==> src/common/epr_pkg.sv <==
// Purpose: Shared constants and carriers for the exception priority router.
// Assumes: One bus clock; 16-bit register data; 8-bit word register address.
// Notes:   Channel index is the vector offset divided by two.
package epr_pkg;

   // Register map, one word per address.
   localparam logic [7:0]  CFG_LAST_ADDR  = 8'h7F;
   localparam logic [7:0]  VBASE_ADDR     = 8'h80;
   localparam logic [7:0]  CO_PRIO_ADDR   = 8'h81;
   localparam logic [7:0]  CTRL_ADDR      = 8'h82;
   localparam logic [7:0]  STATUS_ADDR    = 8'h83;

   // Channel layout and configuration fields.
   localparam int          NUM_CHAN       = 128;
   localparam logic [6:0]  SPUR_IDX       = 7'h08;
   localparam logic [6:0]  FIRST_CFG_IDX  = 7'h0D;
   localparam logic [6:0]  PIN_IRQ_IDX    = 7'h79;
   localparam int          CFG_TGT_BIT    = 3;
   localparam logic [2:0]  CFG_RST_PRIO   = 3'h1;
   localparam logic [15:0] SPUR_CFG_READ  = 16'h0007;
   localparam logic [2:0]  PRIO_OFF       = 3'h0;

   // Reset values of the remaining registers.
   localparam logic [7:0]  VBASE_RST      = 8'hFF;
   localparam logic [2:0]  CO_PRIO_RST    = 3'h1;

   // Fixed vectors and vector offsets.
   localparam logic [15:0] VEC_RST_PIN    = 16'hFFFE;
   localparam logic [15:0] VEC_CLK_MON    = 16'hFFFC;
   localparam logic [15:0] VEC_WATCHDOG   = 16'hFFFA;
   localparam logic [7:0]  OFS_TRAP       = 8'hF8;
   localparam logic [7:0]  OFS_SWI        = 8'hF6;
   localparam logic [7:0]  OFS_SYSCALL    = 8'h12;
   localparam logic [7:0]  OFS_CO_AV      = 8'h16;
   localparam logic [7:0]  OFS_CPU_AV     = 8'h14;
   localparam logic [7:0]  OFS_NMI_PIN    = 8'hF4;
   localparam logic [7:0]  OFS_SPURIOUS   = 8'h10;

   // Non-maskable exception requests from the core and the reset unit.
   typedef struct packed {
      logic rst_pin;
      logic clk_mon;
      logic watchdog_reset;
      logic trap;
      logic software_interrupt;
      logic system_call_request;
      logic coproc_av;
      logic cpu_av;
      logic nonmaskable_pin_request;
   } epr_exc_s;

   // Vector answer to the CPU.
   typedef struct packed {
      logic        valid;
      logic [15:0] vector;
      logic [2:0]  new_level;
   } epr_vec_s;

   // Request handed to the co-processor.
   typedef struct packed {
      logic       valid;
      logic [6:0] chan;
      logic       high_prio;
   } epr_co_s;

   // Whole state of the router.
   typedef struct packed {
      logic [127:0][3:0] cfg;
      logic [7:0]        vbase;
      logic [2:0]        co_prio;
      logic              gie;
      logic [15:0]       rdata;
      logic              cpu_irq;
      logic              cpu_nmi;
      epr_vec_s          vec;
      epr_co_s           co;
   } epr_state_s;

endpackage

==> src/rtl/epr_exception_router.sv <==
// Purpose: Prioritises exception and interrupt requests for the CPU and the co-processor.
// Assumes: All requests come from logic on sys_clk; the CPU supplies its level and mask bit.
// Notes:   Outputs are registered, so they follow their inputs by one clock.
//
// How it works
// After reset channels up to offset F2 are enabled, CPU-routed, level 1.
// Non-maskable and spurious vectors cannot be disabled, go to CPU, fixed order.
// Priority zero disables a maskable channel for both targets.
// Equal levels: the channel with the higher vector address wins.
// CPU maskable request needs CPU target, level above current, mask clear, no exception.
// Peripherals raise a channel only with their local enable set.
// Non-maskable exceptions outrank maskable ones and leave the level unchanged.
// On vector fetch the new level is the winning CPU channel priority.
// The level lives in the condition code register, stacked and restored there.
// Target bit one routes a channel to the co-processor with its priority.
// Co-processor flags raise a CPU interrupt at base plus twice the channel.
// Co-processor raised interrupts share one priority; higher vector wins.
// Two independent decoders serve CPU and co-processor with the same arbitration.
// Co-processor decoder ignores thread level and passes the priority MSB.
// A vector is given only on request, that of the current winner.
// With no qualifying source the spurious vector is supplied.
// Sources hold requests until their service routine starts.
// Reset vectors FFFE, FFFC, FFFA in descending priority.
// Then trap, software interrupt, system call, reserved, access violations, pin NMI.
// Then maskable pin request, configurable channels by level, spurious last.
// Access violation requests exist only with the protection unit; co-processor ones also need the co-processor.
// Vectors are 16-bit: base byte and offset.
// Priority field: zero disabled, one to seven, seven highest.
// Target bit zero CPU, one co-processor; maskable pin request always CPU.
// Interrupt request output falls within one clock when nothing qualifies.
// Decoders evaluate all channels combinationally every clock.
`timescale 1ns/100ps
module epr_exception_router #(
   parameter bit HAS_MPU    = 1'b1,
   parameter bit HAS_COPROC = 1'b1
) (
   input  wire logic                  sys_clk,
   input  wire logic                  resetn,
   input  wire logic [7:0]            reg_addr,
   input  wire logic [15:0]           reg_wdata,
   input  wire logic                  reg_wr,
   input  wire logic                  reg_rd,
   output      logic [15:0]           reg_rdata,
   input  wire logic [127:0]          chan_req,
   input  wire logic [127:0]          coproc_flags,
   input  wire epr_pkg::epr_exc_s     exc_req,
   input  wire logic [2:0]            processing_level,
   input  wire logic                  cpu_mask_bit,
   input  wire logic                  cpu_vec_req,
   output      logic                  cpu_irq,
   output      logic                  cpu_nmi,
   output      epr_pkg::epr_vec_s     cpu_vec,
   output      epr_pkg::epr_co_s      coproc_req
);

   ////////////////////////////////////////////////////////////////////////////////////////////
   // Arbitration helper, shared by both decoders.

   // Returns {level, index}; ties go to the higher index, level zero means no winner.
   function automatic logic [9:0] epr_pick(input logic [127:0][2:0] lvl);
      logic [2:0] best;
      logic [6:0] idx;
      best = epr_pkg::PRIO_OFF;
      idx  = 7'h00;
      for (int i = 0; i < epr_pkg::NUM_CHAN; i++) begin
         if (lvl[i] != epr_pkg::PRIO_OFF && lvl[i] >= best) begin
            best = lvl[i];
            idx  = 7'(i);
         end
      end
      return {best, idx};
   endfunction

   // True for indices that carry a configuration register.
   function automatic logic epr_has_cfg(input logic [6:0] idx);
      return idx >= epr_pkg::FIRST_CFG_IDX && idx <= epr_pkg::PIN_IRQ_IDX;
   endfunction

   epr_pkg::epr_state_s st;
   epr_pkg::epr_state_s next_st;

   logic [127:0][2:0] cpu_lvl;
   logic [127:0][2:0] co_lvl;
   logic [9:0]        cpu_pick;
   logic [9:0]        co_pick;
   logic              exc_any;
   logic              cpu_qual;
   logic              co_av_live;
   logic              cpu_av_live;

   ////////////////////////////////////////////////////////////////////////////////////////////
   // Per-channel candidate levels for both targets.

   for (genvar g = 0; g < epr_pkg::NUM_CHAN; g++) begin : g_chan
      always_comb begin
         cpu_lvl[g] = epr_pkg::PRIO_OFF;
         co_lvl[g]  = epr_pkg::PRIO_OFF;
         if (epr_has_cfg(7'(g))) begin
            if (!st.cfg[g][epr_pkg::CFG_TGT_BIT] || 7'(g) == epr_pkg::PIN_IRQ_IDX) begin
               if (chan_req[g]) begin
                  cpu_lvl[g] = st.cfg[g][2:0];
               end
            end else begin
               if (HAS_COPROC && chan_req[g]) begin
                  co_lvl[g] = st.cfg[g][2:0];
               end
               if (HAS_COPROC && coproc_flags[g] && st.gie) begin
                  cpu_lvl[g] = st.co_prio;
               end
            end
         end
      end
   end

   // Both decoders look at the live requests and configuration each clock.
   assign cpu_pick = epr_pick(cpu_lvl);
   assign co_pick  = epr_pick(co_lvl);

   assign co_av_live  = HAS_MPU && HAS_COPROC && exc_req.coproc_av;
   assign cpu_av_live = HAS_MPU && exc_req.cpu_av;

   // Any non-maskable request blocks maskable service.
   assign exc_any = exc_req.rst_pin || exc_req.clk_mon || exc_req.watchdog_reset || exc_req.trap
                 || exc_req.software_interrupt || exc_req.system_call_request || co_av_live
                 || cpu_av_live || exc_req.nonmaskable_pin_request;

   // Level is the caller's condition code register field, so nesting is undone by stacking.
   assign cpu_qual = cpu_pick[9:7] > processing_level && !cpu_mask_bit && !exc_any;

   ////////////////////////////////////////////////////////////////////////////////////////////
   // Next state.

   always_comb begin
      logic [15:0] base;
      base    = {st.vbase, 8'h00};
      next_st = st;

      // Register writes; unconfigurable slots ignore them.
      if (reg_wr) begin
         if (reg_addr <= epr_pkg::CFG_LAST_ADDR) begin
            if (epr_has_cfg(reg_addr[6:0])) begin
               next_st.cfg[reg_addr[6:0]] = reg_wdata[3:0];
               if (reg_addr[6:0] == epr_pkg::PIN_IRQ_IDX || !HAS_COPROC) begin
                  next_st.cfg[reg_addr[6:0]][epr_pkg::CFG_TGT_BIT] = 1'b0;
               end
            end
         end else if (reg_addr == epr_pkg::VBASE_ADDR) begin
            next_st.vbase = reg_wdata[15:8];
         end else if (reg_addr == epr_pkg::CO_PRIO_ADDR) begin
            next_st.co_prio = reg_wdata[2:0];
         end else if (reg_addr == epr_pkg::CTRL_ADDR) begin
            next_st.gie = reg_wdata[0];
         end
      end

      // Register reads, answered in the next cycle; unmapped reads give zero.
      next_st.rdata = 16'h0000;
      if (reg_rd) begin
         if (reg_addr <= epr_pkg::CFG_LAST_ADDR) begin
            if (reg_addr[6:0] == epr_pkg::SPUR_IDX) begin
               next_st.rdata = epr_pkg::SPUR_CFG_READ;
            end else if (epr_has_cfg(reg_addr[6:0])) begin
               next_st.rdata = {12'h000, st.cfg[reg_addr[6:0]]};
            end
         end else if (reg_addr == epr_pkg::VBASE_ADDR) begin
            next_st.rdata = {st.vbase, 8'h00};
         end else if (reg_addr == epr_pkg::CO_PRIO_ADDR) begin
            next_st.rdata = {13'h0000, st.co_prio};
         end else if (reg_addr == epr_pkg::CTRL_ADDR) begin
            next_st.rdata = {15'h0000, st.gie};
         end else if (reg_addr == epr_pkg::STATUS_ADDR) begin
            next_st.rdata = {st.cpu_irq, st.cpu_nmi, st.co.valid, st.co.high_prio,
                             1'b0, cpu_pick[9:7], 1'b0, cpu_pick[6:0]};
         end
      end

      // Request outputs drop in the next clock once nothing qualifies.
      next_st.cpu_irq = cpu_qual;
      next_st.cpu_nmi = exc_any;

      // Co-processor decoder ignores thread level and hands on the priority MSB.
      next_st.co.valid     = co_pick[9:7] != epr_pkg::PRIO_OFF;
      next_st.co.chan      = co_pick[6:0];
      next_st.co.high_prio = co_pick[9];

      // Vector supplied only when asked, from whatever wins at that moment.
      next_st.vec.valid = cpu_vec_req;
      if (cpu_vec_req) begin
         next_st.vec.new_level = processing_level;
         if (exc_req.rst_pin) begin
            next_st.vec.vector = epr_pkg::VEC_RST_PIN;
         end else if (exc_req.clk_mon) begin
            next_st.vec.vector = epr_pkg::VEC_CLK_MON;
         end else if (exc_req.watchdog_reset) begin
            next_st.vec.vector = epr_pkg::VEC_WATCHDOG;
         end else if (exc_req.trap) begin
            next_st.vec.vector = base | {8'h00, epr_pkg::OFS_TRAP};
         end else if (exc_req.software_interrupt) begin
            next_st.vec.vector = base | {8'h00, epr_pkg::OFS_SWI};
         end else if (exc_req.system_call_request) begin
            next_st.vec.vector = base | {8'h00, epr_pkg::OFS_SYSCALL};
         end else if (co_av_live) begin
            next_st.vec.vector = base | {8'h00, epr_pkg::OFS_CO_AV};
         end else if (cpu_av_live) begin
            next_st.vec.vector = base | {8'h00, epr_pkg::OFS_CPU_AV};
         end else if (exc_req.nonmaskable_pin_request) begin
            next_st.vec.vector = base | {8'h00, epr_pkg::OFS_NMI_PIN};
         end else if (cpu_pick[9:7] > processing_level && !cpu_mask_bit) begin
            next_st.vec.vector    = base | {8'h00, cpu_pick[6:0], 1'b0};
            next_st.vec.new_level = cpu_pick[9:7];
         end else begin
            next_st.vec.vector = base | {8'h00, epr_pkg::OFS_SPURIOUS};
         end
      end
   end

   ////////////////////////////////////////////////////////////////////////////////////////////
   // State register.

   always_ff @(posedge sys_clk or negedge resetn) begin
      if (!resetn) begin
         st <= '0;
         for (int i = 0; i < epr_pkg::NUM_CHAN; i++) begin
            if (i >= int'(epr_pkg::FIRST_CFG_IDX) && i <= int'(epr_pkg::PIN_IRQ_IDX)) begin
               st.cfg[i] <= {1'b0, epr_pkg::CFG_RST_PRIO};
            end
         end
         st.vbase   <= epr_pkg::VBASE_RST;
         st.co_prio <= epr_pkg::CO_PRIO_RST;
      end else begin
         st <= next_st;
      end
   end

   assign reg_rdata  = st.rdata;
   assign cpu_irq    = st.cpu_irq;
   assign cpu_nmi    = st.cpu_nmi;
   assign cpu_vec    = st.vec;
   assign coproc_req = st.co;

   ////////////////////////////////////////////////////////////////////////////////////////////
   // Checks.

   a_irq_raise: assert property (@(posedge sys_clk) disable iff (!resetn)
      cpu_qual |=> cpu_irq) else $error("CPU request not raised when qualified.");

   a_irq_drop: assert property (@(posedge sys_clk) disable iff (!resetn)
      !cpu_qual |=> !cpu_irq) else $error("CPU request kept without a qualifying source.");

   a_mask_hold: assert property (@(posedge sys_clk) disable iff (!resetn)
      (cpu_mask_bit || exc_any) |=> !cpu_irq) else $error("Masked request reached the CPU.");

   a_reset_vec: assert property (@(posedge sys_clk) disable iff (!resetn)
      (cpu_vec_req && exc_req.rst_pin) |=> (cpu_vec.valid && cpu_vec.vector == 16'hFFFE))
      else $error("Pin reset vector wrong.");

   a_nmi_level: assert property (@(posedge sys_clk) disable iff (!resetn)
      (cpu_vec_req && exc_any) |=> cpu_vec.new_level == $past(processing_level))
      else $error("Exception changed the processing level.");

   a_fetch_level: assert property (@(posedge sys_clk) disable iff (!resetn)
      (cpu_vec_req && cpu_qual) |=> (cpu_vec.new_level == $past(cpu_pick[9:7])
      && cpu_vec.vector[7:0] == {$past(cpu_pick[6:0]), 1'b0})) else $error("Fetched level wrong.");

   a_spur_vec: assert property (@(posedge sys_clk) disable iff (!resetn)
      (cpu_vec_req && !exc_any && (cpu_mask_bit || cpu_pick[9:7] <= processing_level))
      |=> cpu_vec.vector[7:0] == 8'h10) else $error("Spurious vector not supplied.");

   a_vec_only_req: assert property (@(posedge sys_clk) disable iff (!resetn)
      cpu_vec.valid |-> $past(cpu_vec_req)) else $error("Vector given without a request.");

   a_co_msb: assert property (@(posedge sys_clk) disable iff (!resetn)
      coproc_req.valid |-> (coproc_req.high_prio == $past(st.cfg[co_pick[6:0]][2])
      && $past(st.cfg[co_pick[6:0]][2:0]) != 3'h0)) else $error("Co-processor priority flag wrong.");

   a_spur_cfg: assert property (@(posedge sys_clk) disable iff (!resetn)
      (reg_rd && reg_addr == 8'h08) |=> reg_rdata == 16'h0007) else $error("Spurious config read wrong.");

endmodule // epr_exception_router

==> config.mk <==
export PLATFORM = sky130hd
export DESIGN_NAME = epr_exception_router
export DESIGN_NICKNAME = d
export VERILOG_FILES = /design/src/common/epr_pkg.sv /design/src/rtl/epr_exception_router.sv
export SDC_FILE = /design/constraint.sdc
export NUM_CORES = 2
export LEC_CHECK = 0
export BUFFER_PORTS_ARGS = -buffer_cell sky130_fd_sc_hd__buf_2
export CAP_MARGIN = 15
export CORE_UTILIZATION = 40
export DETAILED_ROUTE_END_ITERATION = 10
export SLEW_MARGIN = 20
export SYNTH_ARGS = -nofsm -noshare
export SYNTH_HDL_FRONTEND = slang
export SYNTH_SLANG_ARGS = --single-unit
==> constraint.sdc <==
create_clock -name sys_clk -period 181.3 [get_ports sys_clk]
set_input_delay 27.195 -clock sys_clk [delete_from_list [all_inputs] [get_ports sys_clk]]
set_output_delay 27.195 -clock sys_clk [all_outputs]
set_load 0.05 [all_outputs]
# Word-level counts from Yosys, hierarchy flattened

Index checks and enable logic that the tools add are counted.

Bits in registers: 571
Input port bits: 298
Output and inout bits: 47
Word-level logic and storage cells: 1839

Order comparisons: 223
Equality and inequality tests: 6
Muxes and demuxes: 903
Bitwise logic cells: 6
Reductions and logical operators: 561

Operator list:

| kind                 | count |
|---|---|
| $mux W3              | 660 |
| $mux W7              | 191 |
| $reduce_bool A3 Y1   | 218 |
| $ge A3 B3 Y1         | 215 |
| $and A512 B512 Y512  | 1 |
| $bwmux W512          | 1 |
| $mux W512            | 1 |
| $not A512 Y512       | 1 |
| $logic_and A1 B1 Y1  | 329 |
| $mux W16             | 17 |
| $mux W5              | 16 |
| $demux W4 S7         | 2 |
| $mux W6              | 6 |
| $eq A8 B8 Y1 const B | 4 |
| $mux W4              | 8 |
| $bmux W4 S7          | 1 |
| $or A16 B8 Y16       | 1 |
| $le A8 B7 Y1 const B | 1 |
| $logic_or A1 B1 Y1   | 8 |
| $lt A7 B8 Y1 const B | 1 |
| $eq A7 B4 Y1 const B | 1 |
| $eq A7 B7 Y1 const B | 1 |
| $ge A7 B1 Y1 const B | 1 |
| $ge A7 B4 Y1 const B | 1 |
| 8 further kinds      | 13 |

# Logic depth before layout (Yosys ltp)

Word-level depth: 342
Depth in mapped cells: 865
Mapped depth without buffers: 861

# Worst setup path after synthesis

OpenSTA, ideal clock, no wires.

Path type: input port to flip-flop
From: input port chan_req[14]
To: register st, in the netlist cpu_vec[2]
Library setup time: 0.125 ns
Arrival: 172.160 ns
Data required time: 181.175 ns
Slack: 9.015 ns
Stages: 813
Path buffers: 4
Cells stage by stage: and2b_4 a2bb2o_2 inv_2 ha_1 nor2b_4 o21ai_1 o31ai_1 mux2_2 ha_1 or3b_2 o21ai_0 a21oi_1 o22ai_1 nand2_1 o21ai_0 ha_1 nand2b_1 o2111ai_1 (+777 left out) a31oi_1 o22ai_1 nor2_1 a31oi_1 ha_1 nand2b_1 a21o_1 a21oi_1 a21o_1 o221ai_2 or2_1 nand2_1 ha_1 a311oi_1 and3_1 clkbuf_1 mux2_2 mux2_2

Cells in the longest elaborated chain, start to end: 338
Elaborated cells on any way between the ends: 339
Classes of those cells: order compare: 109; mux: 120; reduce/logical: 110

Ends and longest elaborated chain:

| what                                                      | RTL line                    | RTL |
|---|---|---|
| from (decl)                                               | epr_exception_router.sv:44  | `input wire logic [127:0] chan_req,` |
| $mux W3 *                                                 | epr_exception_router.sv:100 | `if (chan_req[g]) begin` |
| $mux W3 *                                                 | epr_exception_router.sv:99  | `if (!st.cfg[g][epr_pkg::CFG_TGT_BIT] \|\| 7'(g) == epr_pkg::PIN_IRQ_IDX) begin` |
| $ge A3 B3 Y1 / $reduce_bool A3 Y1 (equally long branches) | epr_exception_router.sv:66  | `if (lvl[i] != epr_pkg::PRIO_OFF && lvl[i] >= best) begin` |
| $logic_and A1 B1 Y1                                       | epr_exception_router.sv:66  |  |
| $mux W3 *                                                 | epr_exception_router.sv:66  |  |
| $ge A3 B3 Y1                                              | epr_exception_router.sv:66  |  |
| $logic_and A1 B1 Y1                                       | epr_exception_router.sv:66  |  |
| $mux W3 *                                                 | epr_exception_router.sv:66  |  |
| (+322 left out)                                           | --                          |  |
| $mux W3 *                                                 | epr_exception_router.sv:204 | `end else if (cpu_av_live) begin` |
| $mux W3 *                                                 | epr_exception_router.sv:202 | `end else if (co_av_live) begin` |
| $mux W3 *                                                 | epr_exception_router.sv:200 | `end else if (exc_req.system_call_request) begin` |
| $mux W3 *                                                 | epr_exception_router.sv:198 | `end else if (exc_req.software_interrupt) begin` |
| $mux W3 *                                                 | epr_exception_router.sv:196 | `end else if (exc_req.trap) begin` |
| $mux W3 *                                                 | epr_exception_router.sv:194 | `end else if (exc_req.watchdog_reset) begin` |
| $mux W3 *                                                 | epr_exception_router.sv:192 | `end else if (exc_req.clk_mon) begin` |
| $mux W3 *                                                 | epr_exception_router.sv:190 | `if (exc_req.rst_pin) begin` |
| to (signal assigned)                                      | epr_exception_router.sv:231 | `st <= next_st;` |
| to (decl)                                                 | epr_exception_router.sv:79  | `epr_pkg::epr_state_s st;` |

Mark *: on every way between the ends. The rest lies on a longest branch, timed or not.
A chain may end at the register's enable or synchronous reset.

==> metrics.yaml <==
peakVddDrop_mv: 0.0129
grt_first_pass_wirelength_um: 369000
synth_top_cell_by_area: "dfrtp_1"
synth_area_mm2: 0.0639
dpl_worst_slack_ns: -3.65
required_ns: 181.85
cts_root_buffer: "clkbuf_16"
p_per_area_mw_per_mm2: 10.3
async_flop_share_pct: 100
area_delta_synth_final_pct: 17.6
period_share_pct: 95.5
p_leak_nw: 33.5
numPortBuffers: 299
fin_skew_ns: 0.0310
drive_gt1_share_pct: 25.0
finalWirelength_um: 247000
internal-power_mw: 0.440
slowest_delay_ns: 0.57
worstSetupPathType: "input pin to flop"
p_clk_share_pct: 19.4
p_comb_share_pct: 62.3
finalPower_mw: 0.773
synth_most_common_cell: "nand2_1"
clock-sinks: 569
startpoint_type: "input pin"
synthDistinctLibCells: 132
cts.reportedPaths.clkPinSlew_ns: 0.06
place_hpwl_um: 191000
slowest_stage: "or4_4"
synth_commonest_cells: "nand2_1, nor2_1, a21oi_1"
wl_per_cell_um: 22.9
nets: 9410
cts_tree: "yes"
drtPass1Iterations: 7
hp-class: "flop to flop"
pwr-share-seq_pct: 18.3
slew_headroom_pct: 9.45
crit_top_cell: "ha_1"
grt_antenna_before_repair: 40
netlist_top_cells_area: "dfrtp_1, ha_1, mux2_2"
drt-initial-drc-count: 6342
post_synth.cell_area_avg_um2: 7.82
timing.fmax_mhz: 5.77
core-area_mm2: 0.159
ctsHoldBuffers: 0
antenna_left: 0
synth_edf_count: 0
grt_util_all_layers_pct: 29.0
initial_core_util_pct: 40.3
yosysWarnings: 0
finalSetupViolations: 0
clk_latency_ns: 0.66
max-cap-violations: 0
outcome: "complete, no violations"
crit_arrival_ns: 173.75
grt_overflow: 0
hold_viol: 0
ys_ff_latch: 569
route.detailed.drc: 0
htreeDepth: 3
grt_max_degree: 111
post-route-min-period_ns: 173.20
dieHeight_um: 402
synth_flop_cell: "dfrtp_1"
worstMarginPinSlew_ns: 1.35
ys_seq_area_share_pct: 22.5
p_switching_mw: 0.333
synthCells: 8170
cts_buffer_depth: 3
finalMaxSlewViolations: 0
worst_slack_ns: 8.10
vias: 67400
viasPerCell: 6.24
numCtsBuffers: 69
gp_congestion: 0.971
rows: 146
grt_pass1_vias: 62000
ios: 345
switching_share_pct: 43.1
dieArea_mm2: 0.161
synthDominantCellAreaShare_pct: 17.7
path_max_fanout: 7
die-width_um: 402
end_kind: "flop"
## kinds of logic after synthesis
family / after synthesis / synth area share [%]
AO/OA/AOI/OAI: 2623 / 27.6
adder cells (fa/ha/maj): 451 / 8.79
buffers and inverters: 716 / 4.67
flip-flops: 569 / 22.5
multiplexers: 590 / 12.5
other: 1 / 0.00587
AND/OR/NAND/NOR: 3220 / 23.9
## state kept, by name (all words and copies together) (netlist names)
name,count
st,524
cpu_nmi,1
cpu_irq,1
coproc_req,9
cpu_vec,19
reg_rdata,15
## worst max-delay path: cells and delay by family
| kind | cells | cell delay, ns |
|---|---|---|
| AO/OA/AOI/OAI | 382 | 62.34 |
| AND/OR/NAND/NOR | 310 | 45.97 |
| adder cells (fa/ha/maj) | 121 | 32.86 |
| buffers and inverters | 62 | 6.97 |
| multiplexers | 16 | 4.37 |
## power by group through the flow
| stage | Combinational (mW) | Clock, mW | Sequential [mW] |
|---|---|---|---|
| 2_1_floorplan | 0.258 | 0 | 0.139 |
| 3_3_place_gp | 0.403 | 0 | 0.143 |
| 3_5_place_dp | 0.410 | 0 | 0.143 |
| 4_1_cts | 0.415 | 0.152 | 0.141 |
| 5_1_grt | 0.524 | 0.157 | 0.142 |
| 6_report | 0.482 | 0.150 | 0.142 |
## routing by layer
layer	wire [um]	up-vias	global-route usage, %
li1	-	31600	-
met1	107000	32800	39.4
met2	111000	2505	45.7
met3	19600	438	5.97
met4	9050	38	9.88
met5	227	-	0
## final timing paths
| check | start | endpoint | slack (ns) | cells past startpoint |
|---|---|---|---|---|
| worst max-delay path | chan_req[14] | cpu_vec[2] | 8.10 | 891 |
| worst min-delay path | st[67] | st[67] | 0.37 | 0 |
| worst max register to register | st[48] | cpu_vec[2] | 33.84 | 848 |
| worst min register to register | st[67] | st[67] | 0.37 | 0 |
| max in group asynchronous | resetn | st[393] | 151.69 | 4 |
| min in group asynchronous | resetn | st[236] | 26.52 | 1 |
## through the flow
stage / TNS [ns] / cell area [um2] / instances / util, % / hold slack [ns]
floorplan: 0 / 63900 / 8171 / - / 0.424
global placement: -17.31 / 69500 / 10600 / 43.9 / 0.360
detailed placement: -63.91 / 69500 / 10600 / 43.9 / 0.362
CTS: 0 / 72200 / 10700 / 45.5 / 0.374
global route: -14.97 / 75100 / 10800 / 47.4 / 0.380
finish: 0 / 75200 / 10800 / 47.4 / 0.370
## cell type report
cell class	instances	area, um2
Clock inverter	28	385
Sequential cell	569	14400
Fill cell	15400	83400
Antenna cell	15	37.5
Tap cell	2072	2590
Multi-Input combinational cell	6886	49000
Clock buffer	95	2010
Inverter	321	1200
Timing Repair Buffer	824	5530
## repair_timing
item	in CTS	in global routing
pin swaps	4	190
endpoints found under the setup margin	21	30
resized for setup	38	512
setup buffers	8	87
## cell usage in the layout, fill, tap and decap left out, types with 25 or more instances in the layout
cell	count
mux2i_1	87
o311ai_0	25
a21o_1	245
nor4_1	38
o21ai_1	55
a31o_2	34
a21oi_2	82
a21oi_1	471
clkbuf_16	71
a211oi_2	26
a22oi_1	31
dfrtp_1	451
or3_1	46
a211oi_1	34
inv_1	317
buf_2	292
o22a_1	123
nand4_1	30
o21a_1	65
o22ai_1	248
nand2b_1	195
nor3_1	132
buf_4	525
o31ai_1	52
and2_1	105
nor2b_2	39
o21ai_0	445
a31oi_2	28
ha_1	438
mux2_2	365
nor2b_1	103
dfstp_2	118
nand2_1	1038
or2_2	64
o211ai_1	65
mux4_2	128
nand3_1	365
nor2_1	713
a31oi_1	98
and3_1	144
Power figures use the tool's default switching activity.
